==> src/pkg/ctc_pkg.sv <==
package ctc_pkg;

  // Function codes of input commands
  localparam logic [5:0]  FC_DEV_ID      = 6'h26;
  localparam logic [5:0]  FC_BYTE_ADDR   = 6'h08;
  localparam logic [5:0]  FC_MOD_ADDR    = 6'h0A;
  localparam logic [5:0]  FC_RANGE_IN    = 6'h0C;
  localparam logic [5:0]  FC_CFG_A_IN    = 6'h10;
  localparam logic [5:0]  FC_CFG_B_IN    = 6'h12;
  localparam logic [5:0]  FC_STATUS_IN   = 6'h18;
  // Function codes of output commands
  localparam logic [5:0]  FC_TASK_OUT    = 6'h07;
  localparam logic [5:0]  FC_CFG_A_OUT   = 6'h11;
  localparam logic [5:0]  FC_CFG_B_OUT   = 6'h13;
  localparam logic [5:0]  FC_ADDR_OUT    = 6'h09;
  localparam logic [5:0]  FC_RANGE_OUT   = 6'h0D;

  // Arbitrary identification value
  localparam logic [15:0] DEV_ID_DEFAULT = 16'h0C5A;

  // Task word fields, bit 0 is the least significant bit of the word
  localparam int          TB_ATTN_DISCARD = 10;
  localparam int          TB_ECHO         = 8;
  localparam int          TB_NO_CHECK     = 7;
  localparam int          TB_NO_HOME      = 6;
  localparam int          TB_EIGHT_BIT    = 5;
  localparam int          TB_LINES_LSB    = 0;

  // Status word fields
  localparam int          ST_ATTN         = 14;
  localparam int          ST_PARITY       = 12;
  localparam int          ST_TERM_CC2     = 7;
  localparam int          ST_TERM_CC3     = 6;

  // Reset values, characters and line length
  localparam logic [15:0] WORD_RST        = 16'h0000;
  localparam logic [23:0] ADDR_RST        = 24'h00_0000;
  localparam logic [7:0]  LF_CHAR         = 8'h0A;
  localparam logic [7:0]  CR_CHAR         = 8'h0D;
  localparam logic [7:0]  ATTN_CHAR       = 8'h00;
  localparam logic [6:0]  LINE_LEN        = 7'h48;

  typedef enum logic [8:0] {
    S_IDLE    = 9'b0_0000_0001,
    S_RD_WAIT = 9'b0_0000_0010,
    S_RD_DMA  = 9'b0_0000_0100,
    S_RD_ECHO = 9'b0_0000_1000,
    S_WR_LF   = 9'b0_0001_0000,
    S_WR_DMA  = 9'b0_0010_0000,
    S_WR_PRT  = 9'b0_0100_0000,
    S_HOME    = 9'b0_1000_0000,
    S_DONE    = 9'b1_0000_0000
  } ctc_state_type;

  function automatic logic [7:0] ctc_even_par(input logic [7:0] c);
    ctc_even_par = {^c[6:0], c[6:0]};
  endfunction : ctc_even_par

endpackage : ctc_pkg

==> src/logic/ctc_console_channel.sv <==
`timescale 1ns/1ps
module ctc_console_channel import ctc_pkg::*; #(
  parameter logic [15:0] DEV_ID = DEV_ID_DEFAULT
) (
  input  wire logic        ref_clk_in,
  input  wire logic        rst_n_in,
  input  wire logic        cmd_valid_in,
  input  wire logic [5:0]  cmd_func_in,
  input  wire logic        cmd_chan_in,
  input  wire logic [23:0] cmd_data_in,
  input  wire logic        paper_tape_in,
  input  wire logic        int_allowed_in,
  input  wire logic        kbd_valid_in,
  input  wire logic [7:0]  kbd_char_in,
  input  wire logic        kbd_break_in,
  input  wire logic        prt_ready_in,
  input  wire logic        dma_ack_in,
  input  wire logic [7:0]  dma_rdata_in,
  output logic             rsp_valid_out,
  output logic [15:0]      rsp_data_out,
  output logic             busy_out,
  output logic             proc_indicator_out,
  output logic             irq_out,
  output logic             prt_valid_out,
  output logic [7:0]       prt_char_out,
  output logic             dma_req_out,
  output logic             dma_we_out,
  output logic [23:0]      dma_addr_out,
  output logic [7:0]       dma_wdata_out
);

  ctc_state_type state_r, state_nxt;
  logic [15:0]   task_r, cfg_a_r, cfg_b_r, range_r, init_range_r;
  logic [23:0]   addr_r;
  logic [3:0]    lines_r;
  logic [6:0]    col_r;
  logic [7:0]    char_r;
  logic          esc_r, attn_pend_r, st_attn_r, st_par_r, st_cc2_r, st_cc3_r;
  logic          cls_valid, is_back, is_cancel, is_home, is_escape, par_err;
  logic [7:0]    cls_char;
  logic [15:0]   rsp_nxt;

  // Output commands are refused while an order runs
  wire logic       cmd_idle  = cmd_valid_in & ~busy_out;
  wire logic       ld_task   = cmd_idle & (cmd_func_in == FC_TASK_OUT);
  wire logic       ld_cfg_a  = cmd_idle & (cmd_func_in == FC_CFG_A_OUT);
  wire logic       ld_cfg_b  = cmd_idle & (cmd_func_in == FC_CFG_B_OUT);
  wire logic       ld_addr   = cmd_idle & (cmd_func_in == FC_ADDR_OUT);
  wire logic       ld_range  = cmd_idle & (cmd_func_in == FC_RANGE_OUT);
  wire logic       st_read   = cmd_valid_in & (cmd_func_in == FC_STATUS_IN);
  wire logic       prt_fire  = prt_valid_out & prt_ready_in;
  wire logic       dma_fire  = dma_req_out & dma_ack_in;
  wire logic       rd_ev     = (state_r == S_RD_WAIT) & cls_valid;
  wire logic       ev_cancel = rd_ev & is_cancel;
  wire logic       ev_home   = rd_ev & is_home;
  wire logic       ev_back   = rd_ev & is_back & ~ev_cancel & ~ev_home;
  wire logic       ev_esc    = rd_ev & is_escape & ~is_back & ~ev_cancel & ~ev_home;
  wire logic       ev_data   = rd_ev & ~is_back & ~is_cancel & ~is_home & ~is_escape;
  wire logic       can_back  = (range_r != init_range_r);
  wire logic       is_cr     = (dma_rdata_in[6:0] == CR_CHAR[6:0]);
  wire logic       drop_char = (col_r >= LINE_LEN) & ~is_cr;
  wire logic       eight_bit = task_r[TB_EIGHT_BIT];
  wire logic       keep_attn = attn_pend_r & ~task_r[TB_ATTN_DISCARD];
  wire logic       in_print  = (state_r == S_RD_ECHO) | (state_r == S_WR_PRT) |
                               (state_r == S_WR_LF) | (state_r == S_HOME);
  wire logic       in_dma    = (state_r == S_RD_DMA) | (state_r == S_WR_DMA);
  // Range zero may skip the home character; other read ends always send it
  wire ctc_state_type end_st = task_r[TB_NO_HOME] ? S_DONE : S_HOME;
  wire logic [7:0] raw_prt   = (state_r == S_WR_LF) ? LF_CHAR :
                               (state_r == S_HOME) ? cfg_b_r[15:8] : char_r;
  wire logic [7:0] prt_nxt   = eight_bit ? raw_prt : ctc_even_par(raw_prt);

  ctc_char_class u_class (
    .ref_clk_in     (ref_clk_in),
    .rst_n_in       (rst_n_in),
    .kbd_valid_in   (kbd_valid_in),
    .kbd_char_in    (kbd_char_in),
    .seven_bit_in   (~eight_bit),
    .check_en_in    (~task_r[TB_NO_CHECK]),
    .escape_in      (esc_r),
    .cc1_in         (cfg_a_r[15:8]),
    .cc2_in         (cfg_a_r[7:0]),
    .cc3_in         (cfg_b_r[15:8]),
    .cc4_in         (cfg_b_r[7:0]),
    .cls_valid_out  (cls_valid),
    .cls_char_out   (cls_char),
    .is_back_out    (is_back),
    .is_cancel_out  (is_cancel),
    .is_home_out    (is_home),
    .is_escape_out  (is_escape),
    .parity_err_out (par_err)
  );

  always_comb begin
    state_nxt = state_r;
    unique case (state_r)
      S_IDLE: begin
        if (ld_range && cmd_chan_in) begin
          state_nxt = (task_r[3:0] != 4'h0) ? S_WR_LF : S_WR_DMA;
        end else if (ld_range) begin
          state_nxt = keep_attn ? S_RD_DMA : S_RD_WAIT;
        end
      end
      S_RD_WAIT: begin
        if (ev_cancel || ev_home) begin
          state_nxt = S_HOME;
        end else if (ev_data) begin
          state_nxt = S_RD_DMA;
        end
      end
      S_RD_DMA: begin
        if (dma_fire) begin
          state_nxt = task_r[TB_ECHO] ? S_RD_ECHO : ((range_r == 16'h0001) ? end_st : S_RD_WAIT);
        end
      end
      S_RD_ECHO: begin
        if (prt_fire) begin
          state_nxt = (range_r == 16'h0000) ? end_st : S_RD_WAIT;
        end
      end
      S_WR_LF: begin
        if (prt_fire && lines_r == 4'h1) begin
          state_nxt = S_WR_DMA;
        end
      end
      S_WR_DMA: begin
        if (dma_fire && drop_char) begin
          state_nxt = (range_r == 16'h0001) ? end_st : S_WR_DMA;
        end else if (dma_fire) begin
          state_nxt = S_WR_PRT;
        end
      end
      S_WR_PRT: begin
        if (prt_fire) begin
          state_nxt = (range_r == 16'h0000) ? end_st : S_WR_DMA;
        end
      end
      S_HOME: begin
        if (prt_fire) begin
          state_nxt = S_DONE;
        end
      end
      S_DONE: begin
        state_nxt = S_IDLE;
      end
      default: begin
        state_nxt = S_IDLE;
      end
    endcase
  end

  // No protection gate on the address readbacks; any caller sees them
  always_comb begin
    unique case (cmd_func_in)
      FC_DEV_ID:    rsp_nxt = DEV_ID;
      FC_BYTE_ADDR: rsp_nxt = addr_r[15:0];
      FC_MOD_ADDR:  rsp_nxt = {8'h00, addr_r[23:16]};
      FC_RANGE_IN:  rsp_nxt = range_r;
      FC_CFG_A_IN:  rsp_nxt = cfg_a_r;
      FC_CFG_B_IN:  rsp_nxt = cfg_b_r;
      FC_STATUS_IN: begin
        rsp_nxt = WORD_RST;
        rsp_nxt[ST_ATTN]     = st_attn_r;
        rsp_nxt[ST_PARITY]   = st_par_r;
        rsp_nxt[ST_TERM_CC2] = st_cc2_r;
        rsp_nxt[ST_TERM_CC3] = st_cc3_r;
      end
      default:      rsp_nxt = WORD_RST;
    endcase
  end

  always_ff @(posedge ref_clk_in or negedge rst_n_in) begin
    if (!rst_n_in) begin
      state_r            <= S_IDLE;
      busy_out           <= 1'b0;
      irq_out            <= 1'b0;
      rsp_valid_out      <= 1'b0;
      rsp_data_out       <= WORD_RST;
      proc_indicator_out <= 1'b0;
      prt_valid_out      <= 1'b0;
      prt_char_out       <= 8'h00;
      dma_req_out        <= 1'b0;
      dma_we_out         <= 1'b0;
      dma_addr_out       <= ADDR_RST;
      dma_wdata_out      <= 8'h00;
    end else begin
      state_r            <= state_nxt;
      busy_out           <= ld_range | (busy_out & (state_r != S_DONE));
      irq_out            <= (state_r == S_DONE) & int_allowed_in;
      rsp_valid_out      <= cmd_valid_in & ~cmd_func_in[0];
      rsp_data_out       <= rsp_nxt;
      proc_indicator_out <= st_read ? busy_out : proc_indicator_out;
      prt_valid_out      <= in_print & ~prt_fire;
      prt_char_out       <= prt_nxt;
      dma_req_out        <= in_dma & ~dma_fire;
      dma_we_out         <= (state_r == S_RD_DMA);
      dma_addr_out       <= addr_r;
      dma_wdata_out      <= char_r;
    end
  end

  // Configuration lives across console orders; a paper tape order replaces it
  always_ff @(posedge ref_clk_in or negedge rst_n_in) begin
    if (!rst_n_in) begin
      task_r  <= WORD_RST;
      cfg_a_r <= WORD_RST;
      cfg_b_r <= WORD_RST;
    end else begin
      task_r  <= ld_task ? cmd_data_in[15:0] : task_r;
      cfg_a_r <= paper_tape_in ? WORD_RST : (ld_cfg_a ? cmd_data_in[15:0] : cfg_a_r);
      cfg_b_r <= paper_tape_in ? WORD_RST : (ld_cfg_b ? cmd_data_in[15:0] : cfg_b_r);
    end
  end

  always_ff @(posedge ref_clk_in or negedge rst_n_in) begin
    if (!rst_n_in) begin
      addr_r       <= ADDR_RST;
      range_r      <= WORD_RST;
      init_range_r <= WORD_RST;
    end else if (ld_addr) begin
      addr_r <= cmd_data_in;
    end else if (ld_range) begin
      range_r      <= cmd_data_in[15:0];
      init_range_r <= cmd_data_in[15:0];
    end else if (dma_fire) begin
      addr_r  <= addr_r + 24'h00_0001;
      range_r <= range_r - 16'h0001;
    end else if (ev_back && can_back) begin
      addr_r  <= addr_r - 24'h00_0001;
      range_r <= range_r + 16'h0001;
    end
  end

  always_ff @(posedge ref_clk_in or negedge rst_n_in) begin
    if (!rst_n_in) begin
      char_r  <= 8'h00;
      esc_r   <= 1'b0;
      lines_r <= 4'h0;
      col_r   <= 7'h00;
    end else begin
      if (ld_range && !cmd_chan_in) begin
        char_r <= ATTN_CHAR;
      end else if (ev_data) begin
        char_r <= cls_char;
      end else if (dma_fire && state_r == S_WR_DMA) begin
        char_r <= dma_rdata_in;
      end
      esc_r   <= ev_esc | (esc_r & ~ev_data & ~ld_range);
      lines_r <= ld_range ? task_r[3:0] : lines_r - {3'h0, prt_fire & (state_r == S_WR_LF)};
      if ((prt_fire && state_r == S_HOME) || (dma_fire && state_r == S_WR_DMA && is_cr)) begin
        col_r <= 7'h00;
      end else if (dma_fire && state_r == S_WR_DMA && !drop_char) begin
        col_r <= col_r + 7'h01;
      end
    end
  end

  // Set wins over the clear on every sticky status bit
  always_ff @(posedge ref_clk_in or negedge rst_n_in) begin
    if (!rst_n_in) begin
      attn_pend_r <= 1'b0;
      st_attn_r   <= 1'b0;
      st_par_r    <= 1'b0;
      st_cc2_r    <= 1'b0;
      st_cc3_r    <= 1'b0;
    end else begin
      attn_pend_r <= kbd_break_in | (attn_pend_r & ~(ld_range & ~cmd_chan_in));
      st_attn_r   <= kbd_break_in | (st_attn_r & ~st_read);
      st_par_r    <= (rd_ev & par_err) | (st_par_r & ~st_read);
      st_cc2_r    <= ev_cancel | (st_cc2_r & ~ld_range);
      st_cc3_r    <= ev_home | (st_cc3_r & ~ld_range);
    end
  end

  a_id_readback: assert property (@(posedge ref_clk_in) disable iff (!rst_n_in)
    cmd_valid_in && cmd_func_in == FC_DEV_ID |=> rsp_valid_out && rsp_data_out == DEV_ID)
    else $error("device id readback wrong");
  a_byte_addr_rd: assert property (@(posedge ref_clk_in) disable iff (!rst_n_in)
    cmd_valid_in && cmd_func_in == FC_BYTE_ADDR |=> rsp_data_out == $past(addr_r[15:0]))
    else $error("byte address readback wrong");
  a_module_addr_rd: assert property (@(posedge ref_clk_in) disable iff (!rst_n_in)
    cmd_valid_in && cmd_func_in == FC_MOD_ADDR |=> rsp_data_out == {8'h00, $past(addr_r[23:16])})
    else $error("module address readback wrong");
  a_indicator_busy: assert property (@(posedge ref_clk_in) disable iff (!rst_n_in)
    st_read |=> proc_indicator_out == $past(busy_out))
    else $error("indicator does not follow busy");
  a_read_start: assert property (@(posedge ref_clk_in) disable iff (!rst_n_in)
    ld_range && !cmd_chan_in |=> busy_out && (state_r == S_RD_WAIT || state_r == S_RD_DMA))
    else $error("read order did not start");
  a_print_start: assert property (@(posedge ref_clk_in) disable iff (!rst_n_in)
    ld_range && cmd_chan_in |=> busy_out && (state_r == S_WR_LF || state_r == S_WR_DMA))
    else $error("print order did not start");
  a_backspace_step: assert property (@(posedge ref_clk_in) disable iff (!rst_n_in)
    ev_back && can_back && !ld_addr |=> addr_r == $past(addr_r) - 24'h00_0001 && range_r == $past(range_r) + 16'h0001)
    else $error("backspace did not step back");
  a_cancel_home: assert property (@(posedge ref_clk_in) disable iff (!rst_n_in)
    ev_cancel |=> state_r == S_HOME ##0 st_cc2_r)
    else $error("line cancel did not terminate");
  a_home_then_idle: assert property (@(posedge ref_clk_in) disable iff (!rst_n_in)
    state_r == S_HOME && prt_fire |=> state_r == S_DONE ##1 !busy_out && state_r == S_IDLE)
    else $error("termination order wrong");
  a_paper_clear: assert property (@(posedge ref_clk_in) disable iff (!rst_n_in)
    paper_tape_in |=> cfg_a_r == WORD_RST && cfg_b_r == WORD_RST)
    else $error("configuration not replaced");
  a_print_parity: assert property (@(posedge ref_clk_in) disable iff (!rst_n_in)
    prt_valid_out && !eight_bit |-> !(^prt_char_out))
    else $error("printed character parity odd");

  c_read_done: cover property (@(posedge ref_clk_in) disable iff (!rst_n_in)
    state_r == S_RD_ECHO ##[1:200] state_r == S_DONE);
  c_print_done: cover property (@(posedge ref_clk_in) disable iff (!rst_n_in)
    state_r == S_WR_PRT ##[1:200] state_r == S_DONE);
  c_backspace: cover property (@(posedge ref_clk_in) disable iff (!rst_n_in) ev_back && can_back);
  c_escape: cover property (@(posedge ref_clk_in) disable iff (!rst_n_in) ev_esc ##[1:50] ev_data);

endmodule : ctc_console_channel

==> src/logic/ctc_char_class.sv <==
`timescale 1ns/1ps
module ctc_char_class import ctc_pkg::*; (
  input  wire logic       ref_clk_in,
  input  wire logic       rst_n_in,
  input  wire logic       kbd_valid_in,
  input  wire logic [7:0] kbd_char_in,
  input  wire logic       seven_bit_in,
  input  wire logic       check_en_in,
  input  wire logic       escape_in,
  input  wire logic [7:0] cc1_in,
  input  wire logic [7:0] cc2_in,
  input  wire logic [7:0] cc3_in,
  input  wire logic [7:0] cc4_in,
  output logic            cls_valid_out,
  output logic [7:0]      cls_char_out,
  output logic            is_back_out,
  output logic            is_cancel_out,
  output logic            is_home_out,
  output logic            is_escape_out,
  output logic            parity_err_out
);

  // A control character of zero is unconfigured and never matches
  function automatic logic cc_hit(input logic [7:0] c, input logic [7:0] cc);
    cc_hit = (c == cc) && (cc != 8'h00);
  endfunction : cc_hit

  wire logic [7:0] char_w = seven_bit_in ? {1'b0, kbd_char_in[6:0]} : kbd_char_in;
  wire logic       chk_w  = check_en_in & ~escape_in;
  wire logic       par_w  = seven_bit_in & (^kbd_char_in);

  always_ff @(posedge ref_clk_in or negedge rst_n_in) begin
    if (!rst_n_in) begin
      cls_valid_out  <= 1'b0;
      cls_char_out   <= 8'h00;
      is_back_out    <= 1'b0;
      is_cancel_out  <= 1'b0;
      is_home_out    <= 1'b0;
      is_escape_out  <= 1'b0;
      parity_err_out <= 1'b0;
    end else begin
      cls_valid_out  <= kbd_valid_in;
      cls_char_out   <= char_w;
      is_back_out    <= chk_w & cc_hit(char_w, cc1_in);
      is_cancel_out  <= chk_w & cc_hit(char_w, cc2_in);
      is_home_out    <= chk_w & cc_hit(char_w, cc3_in);
      is_escape_out  <= chk_w & cc_hit(char_w, cc4_in);
      parity_err_out <= par_w;
    end
  end

endmodule : ctc_char_class

==> config.mk <==
export PLATFORM = sky130hd
export DESIGN_NAME = ctc_console_channel
export DESIGN_NICKNAME = d
export VERILOG_FILES = /design/src/pkg/ctc_pkg.sv /design/src/logic/ctc_console_channel.sv /design/src/logic/ctc_char_class.sv
export SDC_FILE = /design/constraint.sdc
export NUM_CORES = 1
export LEC_CHECK = 0
export BUFFER_PORTS_ARGS = -buffer_cell sky130_fd_sc_hd__buf_2
export CAP_MARGIN = 15
export CORE_ASPECT_RATIO = 1.5
export CORE_MARGIN = 2
export CORE_UTILIZATION = 60
export DETAILED_ROUTE_END_ITERATION = 10
export PLACE_DENSITY_LB_ADDON = 0.05
export SYNTH_ARGS = -nofsm -noshare
export SYNTH_HDL_FRONTEND = slang
export SYNTH_SLANG_ARGS = --single-unit
==> constraint.sdc <==
create_clock -name ref_clk_in -period 9.1 [get_ports ref_clk_in]
set_input_delay 1.365 -clock ref_clk_in [delete_from_list [all_inputs] [get_ports ref_clk_in]]
set_output_delay 1.365 -clock ref_clk_in [all_outputs]
set_load 0.02 [all_outputs]
==> results of run 1 <==
per-layer routing:
metal,GRT usage,vias up
li1,-,4338
met2,0.5621,416
met1,0.4080,4550
met3,0.04523,105
met4,0.1845,0
met5,0,-
layout make-up:
class                   count  share of cell area
multi-input cells         861              0.4390
flip-flops and latches    208              0.4178
repair buffers            129             0.05472
clock buffers              27             0.04559
well taps                 217             0.02179
clock inverters             8             0.01205
inverters                  30            0.009037
cells by family after synthesis:
| group | Yosys count |
|---|---|
| mux | 54 |
| buf+inv | 92 |
| simple gates | 433 |
| xor+xnor | 72 |
| compound gates | 271 |
| fa+ha+maj | 31 |
| flops | 208 |
flip-flops by register name, indices dropped and copies added, names as in the netlist, 9 cells and up:
register	count
addr_r	24
cfg_a_r	16
rsp_data_out	16
task_r	9
dma_addr_out	24
range_r	16
init_range_r	16
state_r	9
cfg_b_r	16
power by group through the flow:
stage / sequential (mW) / clock (mW) / combinational [mW]
after floorplan: 0.997 / 0 / 0.112
after global placement: 0.988 / 0 / 0.209
after detailed placement: 0.988 / 0 / 0.212
after CTS: 0.971 / 0.922 / 0.213
after global routing: 0.974 / 0.958 / 0.236
final: 0.972 / 0.913 / 0.213
path summary, 6_finish.rpt:
kind | startpoint | slack, ns | endpoint
max reg2reg | dma_req_out$_DFF_PN0_ | 5.51 | addr_r[20]$_DFFE_PN0P_
min reg2reg | char_r[0]$_DFFE_PN0P_ | 0.41 | dma_wdata_out[0]$_DFF_PN0_
min | char_r[0]$_DFFE_PN0P_ | 0.41 | dma_wdata_out[0]$_DFF_PN0_
max in group asynchronous | rst_n_in | 6.11 | addr_r[7]$_DFFE_PN0P_
max | dma_ack_in | 4.95 | addr_r[20]$_DFFE_PN0P_
min in group asynchronous | rst_n_in | 0.83 | dma_we_out$_DFF_PN0_
cells in the final DEF, fill, tap and decap left out, types with 11 or more instances in the layout:
master,instances
a21oi_1,65
mux2_2,16
clkbuf_16,21
nor3_1,28
or3_1,15
nor4_1,13
a211oi_1,12
buf_4,11
inv_1,29
o21ai_0,63
nand3_1,19
xor2_1,18
nor2_1,102
a222oi_1,17
nand4_1,16
ha_1,30
buf_2,117
nand2_1,173
xnor2_1,54
a31oi_1,13
nand2b_1,11
mux2i_1,38
dfrtp_1,207
metrics by stage:
stage	utilization	worst slack, ns	hold WS, ns	instances
6_report	0.6945	4.945	0.4064	1480
5_1_grt	0.6945	4.648	0.4239	1480
4_1_cts	0.6941	5.008	0.4088	1479
3_5_place_dp	0.6540	4.500	0.3958	1444
3_3_place_gp	0.6540	4.586	0.3933	1444
2_1_floorplan	-	4.399	0.3735	1161
worst max-delay path: stages:
cell	delay [ns]
buf_2	0.08
and2_1	0.36
inv_1	0.08
buf_4	0.28
fa_1	0.48
a211oi_1	0.30
o21ai_0	0.21
a21oi_1	0.28
a31oi_1	0.25
a21o_1	0.24
a211oi_1	0.24
nor4_1	0.07
a221o_1	0.27
==> results.ini, run 1 <==
[synthesis]
ys_seq_area_frac = 0.4729
syn_inst = 1161
syn_nets = 1248
synthAdderAreaFrac = 0.03591
yosys-top-cells-area = dfrtp_1 (47%), nand2_1 (5.9%), xnor2_1 (4.3%)
synth_simple_gate_area_frac = 0.1856
yosys-top-cells-count = dfrtp_1 (207), nand2_1 (173), nor2_1 (105)
yosysMostFrequentCell = dfrtp_1
avgSynthCellArea_sq_um = 9.483
synthesis.area_sq_um = 11010
synth_xor_area_frac = 0.05728
synth_async_sr_flop_share = 1.000
synth_top_family_by_area = simple AND/OR/NAND/NOR gates
ys.flop_type = dfrtp_1
muxShareOfSynthArea = 0.05091
synth_top_area_share = 0.4705
synth_compound_area_frac = 0.1642
synth_cell_types = 72
synth_seq_cells = 208
synth_top_cell_by_area = dfrtp_1
yosys_warnings = 0
synth_edf_count = 0

[cells_and_area]
n_fill_cell = 1447
drive_gt1_frac = 0.1607
multiInputGateArea_sq_um = 5470
fin_area_sq_um = 12460
fin_nets = 1338
area.growth.synth_to_final_pct = 13.18
diodes = 0
ff_latch_area_sq_um = 5206

[timing]
drv_slew = 0
rsz0062_at_grt = no
max-slew-margin-rel = 0.1964
setup_viol = 0
worst_slew_pin_slew_ns = 1.204
fmax_mhz = 240.7
fin_skew_ns = 0.007890
tns_ns = 0
period_share = 0.4566
fin_crit_ns = 4.155
hold_violations = 0

[placed_design]
place_congestion = 0.9833
postPlaceCellArea_sq_um = 11740
dp_hpwl_microns = 23030
io_buffers = 118

[clock_tree]
ctsHtreeMaxLevel = 1
clock_sink_count = 208
ctsResizeCount = 0
cts_tree = done
post_cts_buffers = 0
clk_latency_ns = 0.50
cts-root-buf = clkbuf_16
cts-hold-fix-buffers = 0
cts_made_buffers = 21
clk_path_buf_depth = 3
clk_pin_slew_ns = 0.06

[detailed_routing]
wl_met2_microns = 15520
wl_microns = 31640
viasPerCell = 6.357
top_layer = met4
ant_nets = 0
dr_total_vias = 9409
drc = 0
wl_met1_microns = 11870
wire_per_inst_microns = 21.38
first_pass_iters = 7
route.met3.wl_microns = 2158
drt_first_iter_violations = 992

[pwr]
p_total_mw = 2.098
p_leak_nw = 5.708
seqPwrFrac = 0.463
swShare = 0.2450
ir_worst_vdd_uv = 127.3
p_int_mw = 1.584
p_clk_frac = 0.435
switchingPower_mw = 0.5139
power.density_nw_per_um2 = 168.4
combPwrFrac = 0.102

[min_path]
min_path_cells = 0
hp-class = reg -> reg

[status]
status = finished, final reports clean

[worst_setup_path]
critPathKind = in -> reg
ff2ff_path_depth = 12
crit_arrival_ns = 4.54
worst_ep_required_time_ns = 9.49
crit_path_start_kind = primary input
end_kind = flop
worst-path-max-fanout = 36

[die]
die_y_microns = 169.9
ios = 119
rows = 60
initial_core_util = 0.6136
die_width_microns = 114.6
coreArea_sq_um = 17940
die-area_sq_um = 19470

[global_routing]
grt_use_total = 0.3325
grt_max_degree = 75
antenna_found_initial = 0
grt_pass1_wl_microns = 49960
grt_pass1_vias = 9106
grt.overflow.total = 0

[flow_run]
maxCapViolCount = 0

(Power assumes the default switching activity.)
==> run 2, diff against run 1 <==
- CORE_UTILIZATION: 60 -> 59
- clock period: 9.1 -> 4.2 ns (I/O delays scaled with it)
==> results.ini, run 2 (same netlist as run 1, synthesis figures left out) <==
[status]
status = finished, final reports clean

[cells_and_area]
drive_gt1_frac = 0.1655  ; +0.004756
area.growth.synth_to_final_pct = 14.29
ff_latch_area_sq_um = 5206  ; unchanged
final_common_cell = dfrtp_1
n_fill_cell = 1496  ; +3.4%
largestRegisters = addr_r (24), dma_addr_out (24)
finalNonFillerCells = 1521  ; +2.8%
fin_nets = 1342  ; +0.30%
final_core_util = 0.6840  ; -0.01046
final_cell_mix = dfrtp_1 (207), nand2_1 (173), buf_2 (117)
multiInputGateArea_sq_um = 5470  ; unchanged
diodes = 0  ; unchanged
fin_area_sq_um = 12580  ; +0.97%

[detailed_routing]
drc = 0  ; unchanged
drt_first_iter_violations = 933  ; -5.9%
wire_per_inst_microns = 21.34  ; -0.20%
wl_microns = 32450  ; +2.6%
dr_total_vias = 9427  ; +0.19%
viasPerCell = 6.198  ; -2.5%
ant_nets = 0  ; unchanged
first_pass_iters = 6  ; -1

[timing]
tns_ns = 0  ; unchanged
max-slew-margin-rel = 0.2184  ; +0.02197
drv_slew = 0  ; unchanged
fin_crit_ns = 3.281
fmax_mhz = 304.7
hold_violations = 0  ; unchanged
worst_slew_pin_slew_ns = 1.168  ; -0.03598 ns
fin_skew_ns = 0.02412  ; +0.01623 ns
period_share = 0.7813
setup_viol = 0  ; unchanged
rsz0062_at_grt = no

[global_routing]
grt_max_degree = 126  ; +68%
grt_use_total = 0.3317  ; -0.0008393
grt_pass1_vias = 9093  ; -0.14%
grt_pass1_wl_microns = 50280  ; +0.64%
grt.overflow.total = 0  ; unchanged
antenna_found_initial = 0  ; unchanged

[min_path]
hp-class = in -> reg

[die]
ios = 119  ; unchanged
initial_core_util = 0.5985  ; -0.01507
die_width_microns = 115.5  ; +0.82%
rows = 61  ; +1.7%
die-area_sq_um = 19790  ; +1.6%
coreArea_sq_um = 18390  ; +2.5%
die_y_microns = 171.3  ; +0.82%

[pwr]
p_leak_nw = 5.758  ; +0.87%
power.density_nw_per_um2 = 366.6  ; +120%
ir_worst_vdd_uv = 415.0  ; +230%
p_total_mw = 4.613  ; +120%

[clock_tree]
clk_pin_slew_ns = 0.06  ; about the same
cts_tree = done
cts-root-buf = clkbuf_16
ctsResizeCount = 0  ; unchanged
clk_latency_ns = 0.51  ; about the same
cts-hold-fix-buffers = 0  ; unchanged
ctsHtreeMaxLevel = 1  ; unchanged
post_cts_buffers = 0  ; unchanged
clk_path_buf_depth = 3  ; unchanged
clock_sink_count = 208  ; unchanged
cts_made_buffers = 21  ; unchanged

[worst_setup_path]
critPathMaxStageDelay_ns = 0.52  ; +0.04 ns
critPathKind = reg -> reg
crit_path_start_kind = flop
worst_ep_required_time_ns = 4.55  ; -4.94 ns
crit_family = compound AO/OA/AOI/OAI gates
worst-path-buf-inv = 2  ; -1
crit_arrival_ns = 3.63  ; -0.91 ns
worst-path-max-fanout = 18  ; -50%
crit_chain = and2_1 -> inv_1 -> buf_4 -> ha_1 -> nand3_1 -> o221a_2 -> nor2b_1 -> a21oi_1 -> a2111oi_0 -> o21ba_2 -> o22ai_1 -> o311ai_0
end_kind = flop
crit_slowest_cell = a21oi_1

[placed_design]
place_congestion = 0.9742  ; -0.93%
postPlaceCellArea_sq_um = 11820  ; +0.74%
dp_hpwl_microns = 23190  ; +0.69%
place_inst = 1483  ; +2.7%
io_buffers = 118  ; unchanged

[flow_run]
maxCapViolCount = 0  ; unchanged

## run 2: cell types whose count changed in the layout (fill, tap and decap cells not counted), sizes merged
| cell | before | now |
|---|---|---|
| buf | 128 | 132 |
| clkbuf | 28 | 30 |
| clkinv | 3 | 4 |
| clkinvlp | 1 | 0 |
## run 2: power breakdown
group | switching [mW] | internal (mW) | leakage (nW)
clock | 0.790 | 1.25 | 0.371
sequential | 0.0448 | 2.06 | 2.71
combinational | 0.293 | 0.174 | 2.68
total | 1.13 | 3.49 | 5.76
## run 2: layout make-up
class	count	share of cell area
flip-flops and latches	208	0.4138
clock inverters	8	0.01144
repair buffers	133	0.05788
inverters	30	0.008950
clock buffers	29	0.04813
multi-input cells	861	0.4348
well taps	252	0.02506
## run 2: final timing paths
kind / from / end / slack, ns / depth (start not counted)
max in group asynchronous: rst_n_in / range_r[12]$_DFFE_PN0P_ / 3.00 / 2
setup / recovery: dma_req_out$_DFF_PN0_ / addr_r[23]$_DFFE_PN0P_ / 0.92 / 12
min in group asynchronous: rst_n_in / lines_r[0]$_DFF_PN0_ / 0.29 / 1
hold / removal: kbd_valid_in / u_class.cls_valid_out$_DFF_PN0_ / 0.26 / 1
setup reg to reg: dma_req_out$_DFF_PN0_ / addr_r[23]$_DFFE_PN0P_ / 0.92 / 12
hold reg to reg: char_r[0]$_DFFE_PN0P_ / dma_wdata_out[0]$_DFF_PN0_ / 0.42 / 0
## run 2: worst register-to-register path, cell delays in order, from the launching register on
cell	delay, ns
dfrtp_1	0.38
and2_1	0.16
inv_1	0.05
buf_4	0.21
ha_1	0.45
nand3_1	0.18
o221a_2	0.29
nor2b_1	0.13
a21oi_1	0.52
a2111oi_0	0.23
o21ba_2	0.26
o22ai_1	0.14
o311ai_0	0.14
## run 2: per-layer routing
layer	wire [microns]	global-route usage	up-vias
met2	15770	0.5563	418
met5	0	0	-
met3	2050	0.04158	107
li1	-	-	4322
met1	12520	0.4134	4580
met4	2114	0.1818	0
## run 2: per-stage QoR
| step | hold WS (ns) | worst slack, ns |
|---|---|---|
| after floorplan | 0.3344 | 0.2344 |
| after global placement | 0.3966 | 0.7139 |
| after detailed placement | 0.4030 | 0.6338 |
| after CTS | 0.2505 | 0.9439 |
| after global routing | 0.2431 | 0.7156 |
| final | 0.2569 | 0.9186 |
==> run 3, diff against run 2 <==
- ABC_AREA: unset -> 1
- CORE_UTILIZATION: 59 -> 60
- clock period: 4.2 -> 3.07 ns (I/O delays scaled with it)
==> results.ini, run 3 <==
[clock_tree]
cts-root-buf = clkbuf_16
clk_path_buf_depth = 3  ; unchanged
ctsHtreeMaxLevel = 1  ; unchanged
cts_made_buffers = 21  ; unchanged
clock_sink_count = 208  ; unchanged
clk_pin_slew_ns = 0.07  ; about the same
clk_latency_ns = 0.51  ; about the same
post_cts_buffers = 0  ; unchanged
cts_tree = done
cts-hold-fix-buffers = 1  ; +1
ctsResizeCount = 0  ; unchanged

[worst_setup_path]
critPathKind = reg -> reg
crit_start = dma_req_out$_DFF_PN0_
worst-path-max-fanout = 25  ; +7
r2r-start = dma_req_out$_DFF_PN0_
end_kind = flop
worst_ep_required_time_ns = 3.47  ; -1.08 ns
crit_arrival_ns = 2.98  ; -0.65 ns
crit_path_start_kind = flop

[detailed_routing]
drc = 0  ; unchanged
first_pass_iters = 6  ; unchanged
drt_first_iter_violations = 826  ; -11%
wl_microns = 39460  ; +22%
wire_per_inst_microns = 20.10  ; -5.8%
dr_total_vias = 11390  ; +21%
viasPerCell = 5.803  ; -6.4%
ant_nets = 0  ; unchanged

[global_routing]
use_met1 = 0.4182  ; +0.004766
grt_use_met3 = 0.04381  ; +0.002236
grt_busiest_layer = met2
antenna_found_initial = 0  ; unchanged
grt_pass1_vias = 11340  ; +25%
grt.overflow.total = 0  ; unchanged
grt_max_degree = 71  ; -44%
grtUsageMet2 = 0.6815  ; +0.1252
grt_use_total = 0.3824  ; +0.05071
grt_pass1_wl_microns = 61490  ; +22%

[timing]
tns_ns = 0  ; unchanged
worst_slew_pin_slew_ns = 0.8387  ; -0.3294 ns
hold_violations = 0  ; unchanged
rsz0062_at_grt = no
fin_crit_ns = 2.574  ; -0.7075 ns
setup_viol = 0  ; unchanged
fmax_mhz = 388.5  ; +27%
period_share = 0.8384  ; +0.05713
max-slew-margin-rel = 0.4374  ; +0.2190
drv_slew = 0  ; unchanged
fin_skew_ns = 0.007592  ; -0.01653 ns

[synthesis]
avgSynthCellArea_sq_um = 7.590  ; -20%
ys.flop_type = dfrtp_1
yosys-top-cells-count = nand2_1 (518), dfrtp_1 (207), inv_1 (158)
synth_top_area_share = 0.4341  ; -0.03636
yosysMostFrequentCell = nand2_1
syn_inst = 1572  ; +35%
synth_seq_cells = 208  ; unchanged
syn_nets = 1659  ; +33%
ys_seq_area_frac = 0.4363  ; -0.03655
yosys_warnings = 0  ; unchanged
synth_top_cell_by_area = dfrtp_1
yosys-top-cells-area = dfrtp_1 (43%), nand2_1 (16%), inv_1 (5.0%)
synth_cell_types = 61  ; -15%
synth_async_sr_flop_share = 1.000  ; unchanged
synthesis.area_sq_um = 11930  ; +8.4%
synth_edf_count = 0  ; unchanged

[cells_and_area]
finalNonFillerCells = 1963  ; +29%
diodes = 0  ; unchanged
final_cell_mix = nand2_1 (518), dfrtp_1 (207), inv_1 (158)
final_core_util = 0.6887  ; +0.004624
final_common_cell = nand2_1
largestRegisters = addr_r (24), dma_addr_out (24)
n_fill_cell = 1700  ; +14%
fin_nets = 1775  ; +32%
drive_gt1_frac = 0.1298  ; -0.03571
area.growth.synth_to_final_pct = 13.29

[die]
ios = 119  ; unchanged
die_width_microns = 119.1  ; +3.1%
coreArea_sq_um = 19630  ; +6.7%
die-area_sq_um = 21050  ; +6.4%
die_y_microns = 176.7  ; +3.2%
rows = 63  ; +3.3%
initial_core_util = 0.6079  ; +0.009361

[flow_run]
maxCapViolCount = 0  ; unchanged

[placed_design]
dp_hpwl_microns = 30080  ; +30%
place_inst = 1923  ; +30%
place_congestion = 1.043  ; +7.1%
io_buffers = 118  ; unchanged

[status]
status = finished, final reports clean

[pwr]
power.density_nw_per_um2 = 435.3  ; +19%
ir_worst_vdd_uv = 522.4  ; +26%
p_leak_nw = 6.857  ; +19%

[min_path]
hp-class = in -> reg
hp-start = kbd_valid_in

[run 3: final cells by class]
cell class	instances	area (sq um)	share of cell area
clock buffers	27	568.0	0.04203
repair buffers	137	773.2	0.05721
flip-flops and latches	208	5206	0.3852
clock inverters	11	150.1	0.01111
multi-input cells	1155	5864	0.4339
inverters	165	629.4	0.04656
well taps	260	325.3	0.02407
[run 3: worst max-delay path, stage by stage (launching register included)]
cell     delay [ns]
dfrtp_1        0.37
nand2_1        0.11
buf_12         0.19
ha_1           0.30
a21oi_1        0.34
o21ai_0        0.23
nand2_1        0.19
nand3_1        0.15
or2_2          0.29
nand3_1        0.06
nand2_1        0.10
nand2_2        0.07
nand2_1        0.04
[run 3: where the power goes]
group | leakage, nW | total (mW) | switching, mW | internal [mW]
clock network | 0.345 | 2.70 | 1.13 | 1.58
registers | 2.47 | 2.84 | 0.0506 | 2.79
logic | 4.05 | 0.344 | 0.237 | 0.106
total | 6.86 | 5.88 | 1.41 | 4.47
[run 3: cells by family after synthesis]
logic type | count (synthesis) | synth area share
adders and majority gates | 31 | 0.03314
xor gates and xnor gates | 52 | 0.03817
muxes | 7 | 0.006187
buffers and inverters | 209 | 0.07278
AOI/OAI and AO/OA | 238 | 0.1151
and+or+nand+nor | 827 | 0.2982
DFF | 208 | 0.4363
[run 3: through the flow]
stage | area [sq um] | hold WS [ns] | setup WS, ns | total power [mW]
3_3_place_gp | 12780 | 0.4022 | 0.2646 | 3.218
2_1_floorplan | 11930 | 0.1649 | 0.02178 | 3.023
4_1_cts | 13510 | 0.05134 | 0.4796 | 5.904
3_5_place_dp | 12780 | 0.4085 | 0.3050 | 3.223
6_report | 13520 | 0.06075 | 0.4961 | 5.884
5_1_grt | 13520 | 0.05338 | 0.2567 | 6.053
[run 3: final timing paths]
| path | to | slack [ns] | cells after the start |
|---|---|---|---|
| max | addr_r[13]$_DFFE_PN0P_ | 0.50 | 12 |
| max in group asynchronous | state_r[0]$_DFFE_PN1P_ | 1.69 | 3 |
| min | u_class.cls_valid_out$_DFF_PN0_ | 0.06 | 1 |
| min reg2reg | dma_wdata_out[4]$_DFF_PN0_ | 0.42 | 0 |
| min in group asynchronous | col_r[2]$_DFFE_PN0P_ | 0.51 | 2 |
| max reg2reg | addr_r[13]$_DFFE_PN0P_ | 0.50 | 12 |
[run 3: routing by layer]
metal / routed length [microns] / share of wire
met5: 0 / 0
met4: 3408 / 0.086
met3: 2330 / 0.059
met2: 19970 / 0.51
met1: 13740 / 0.35
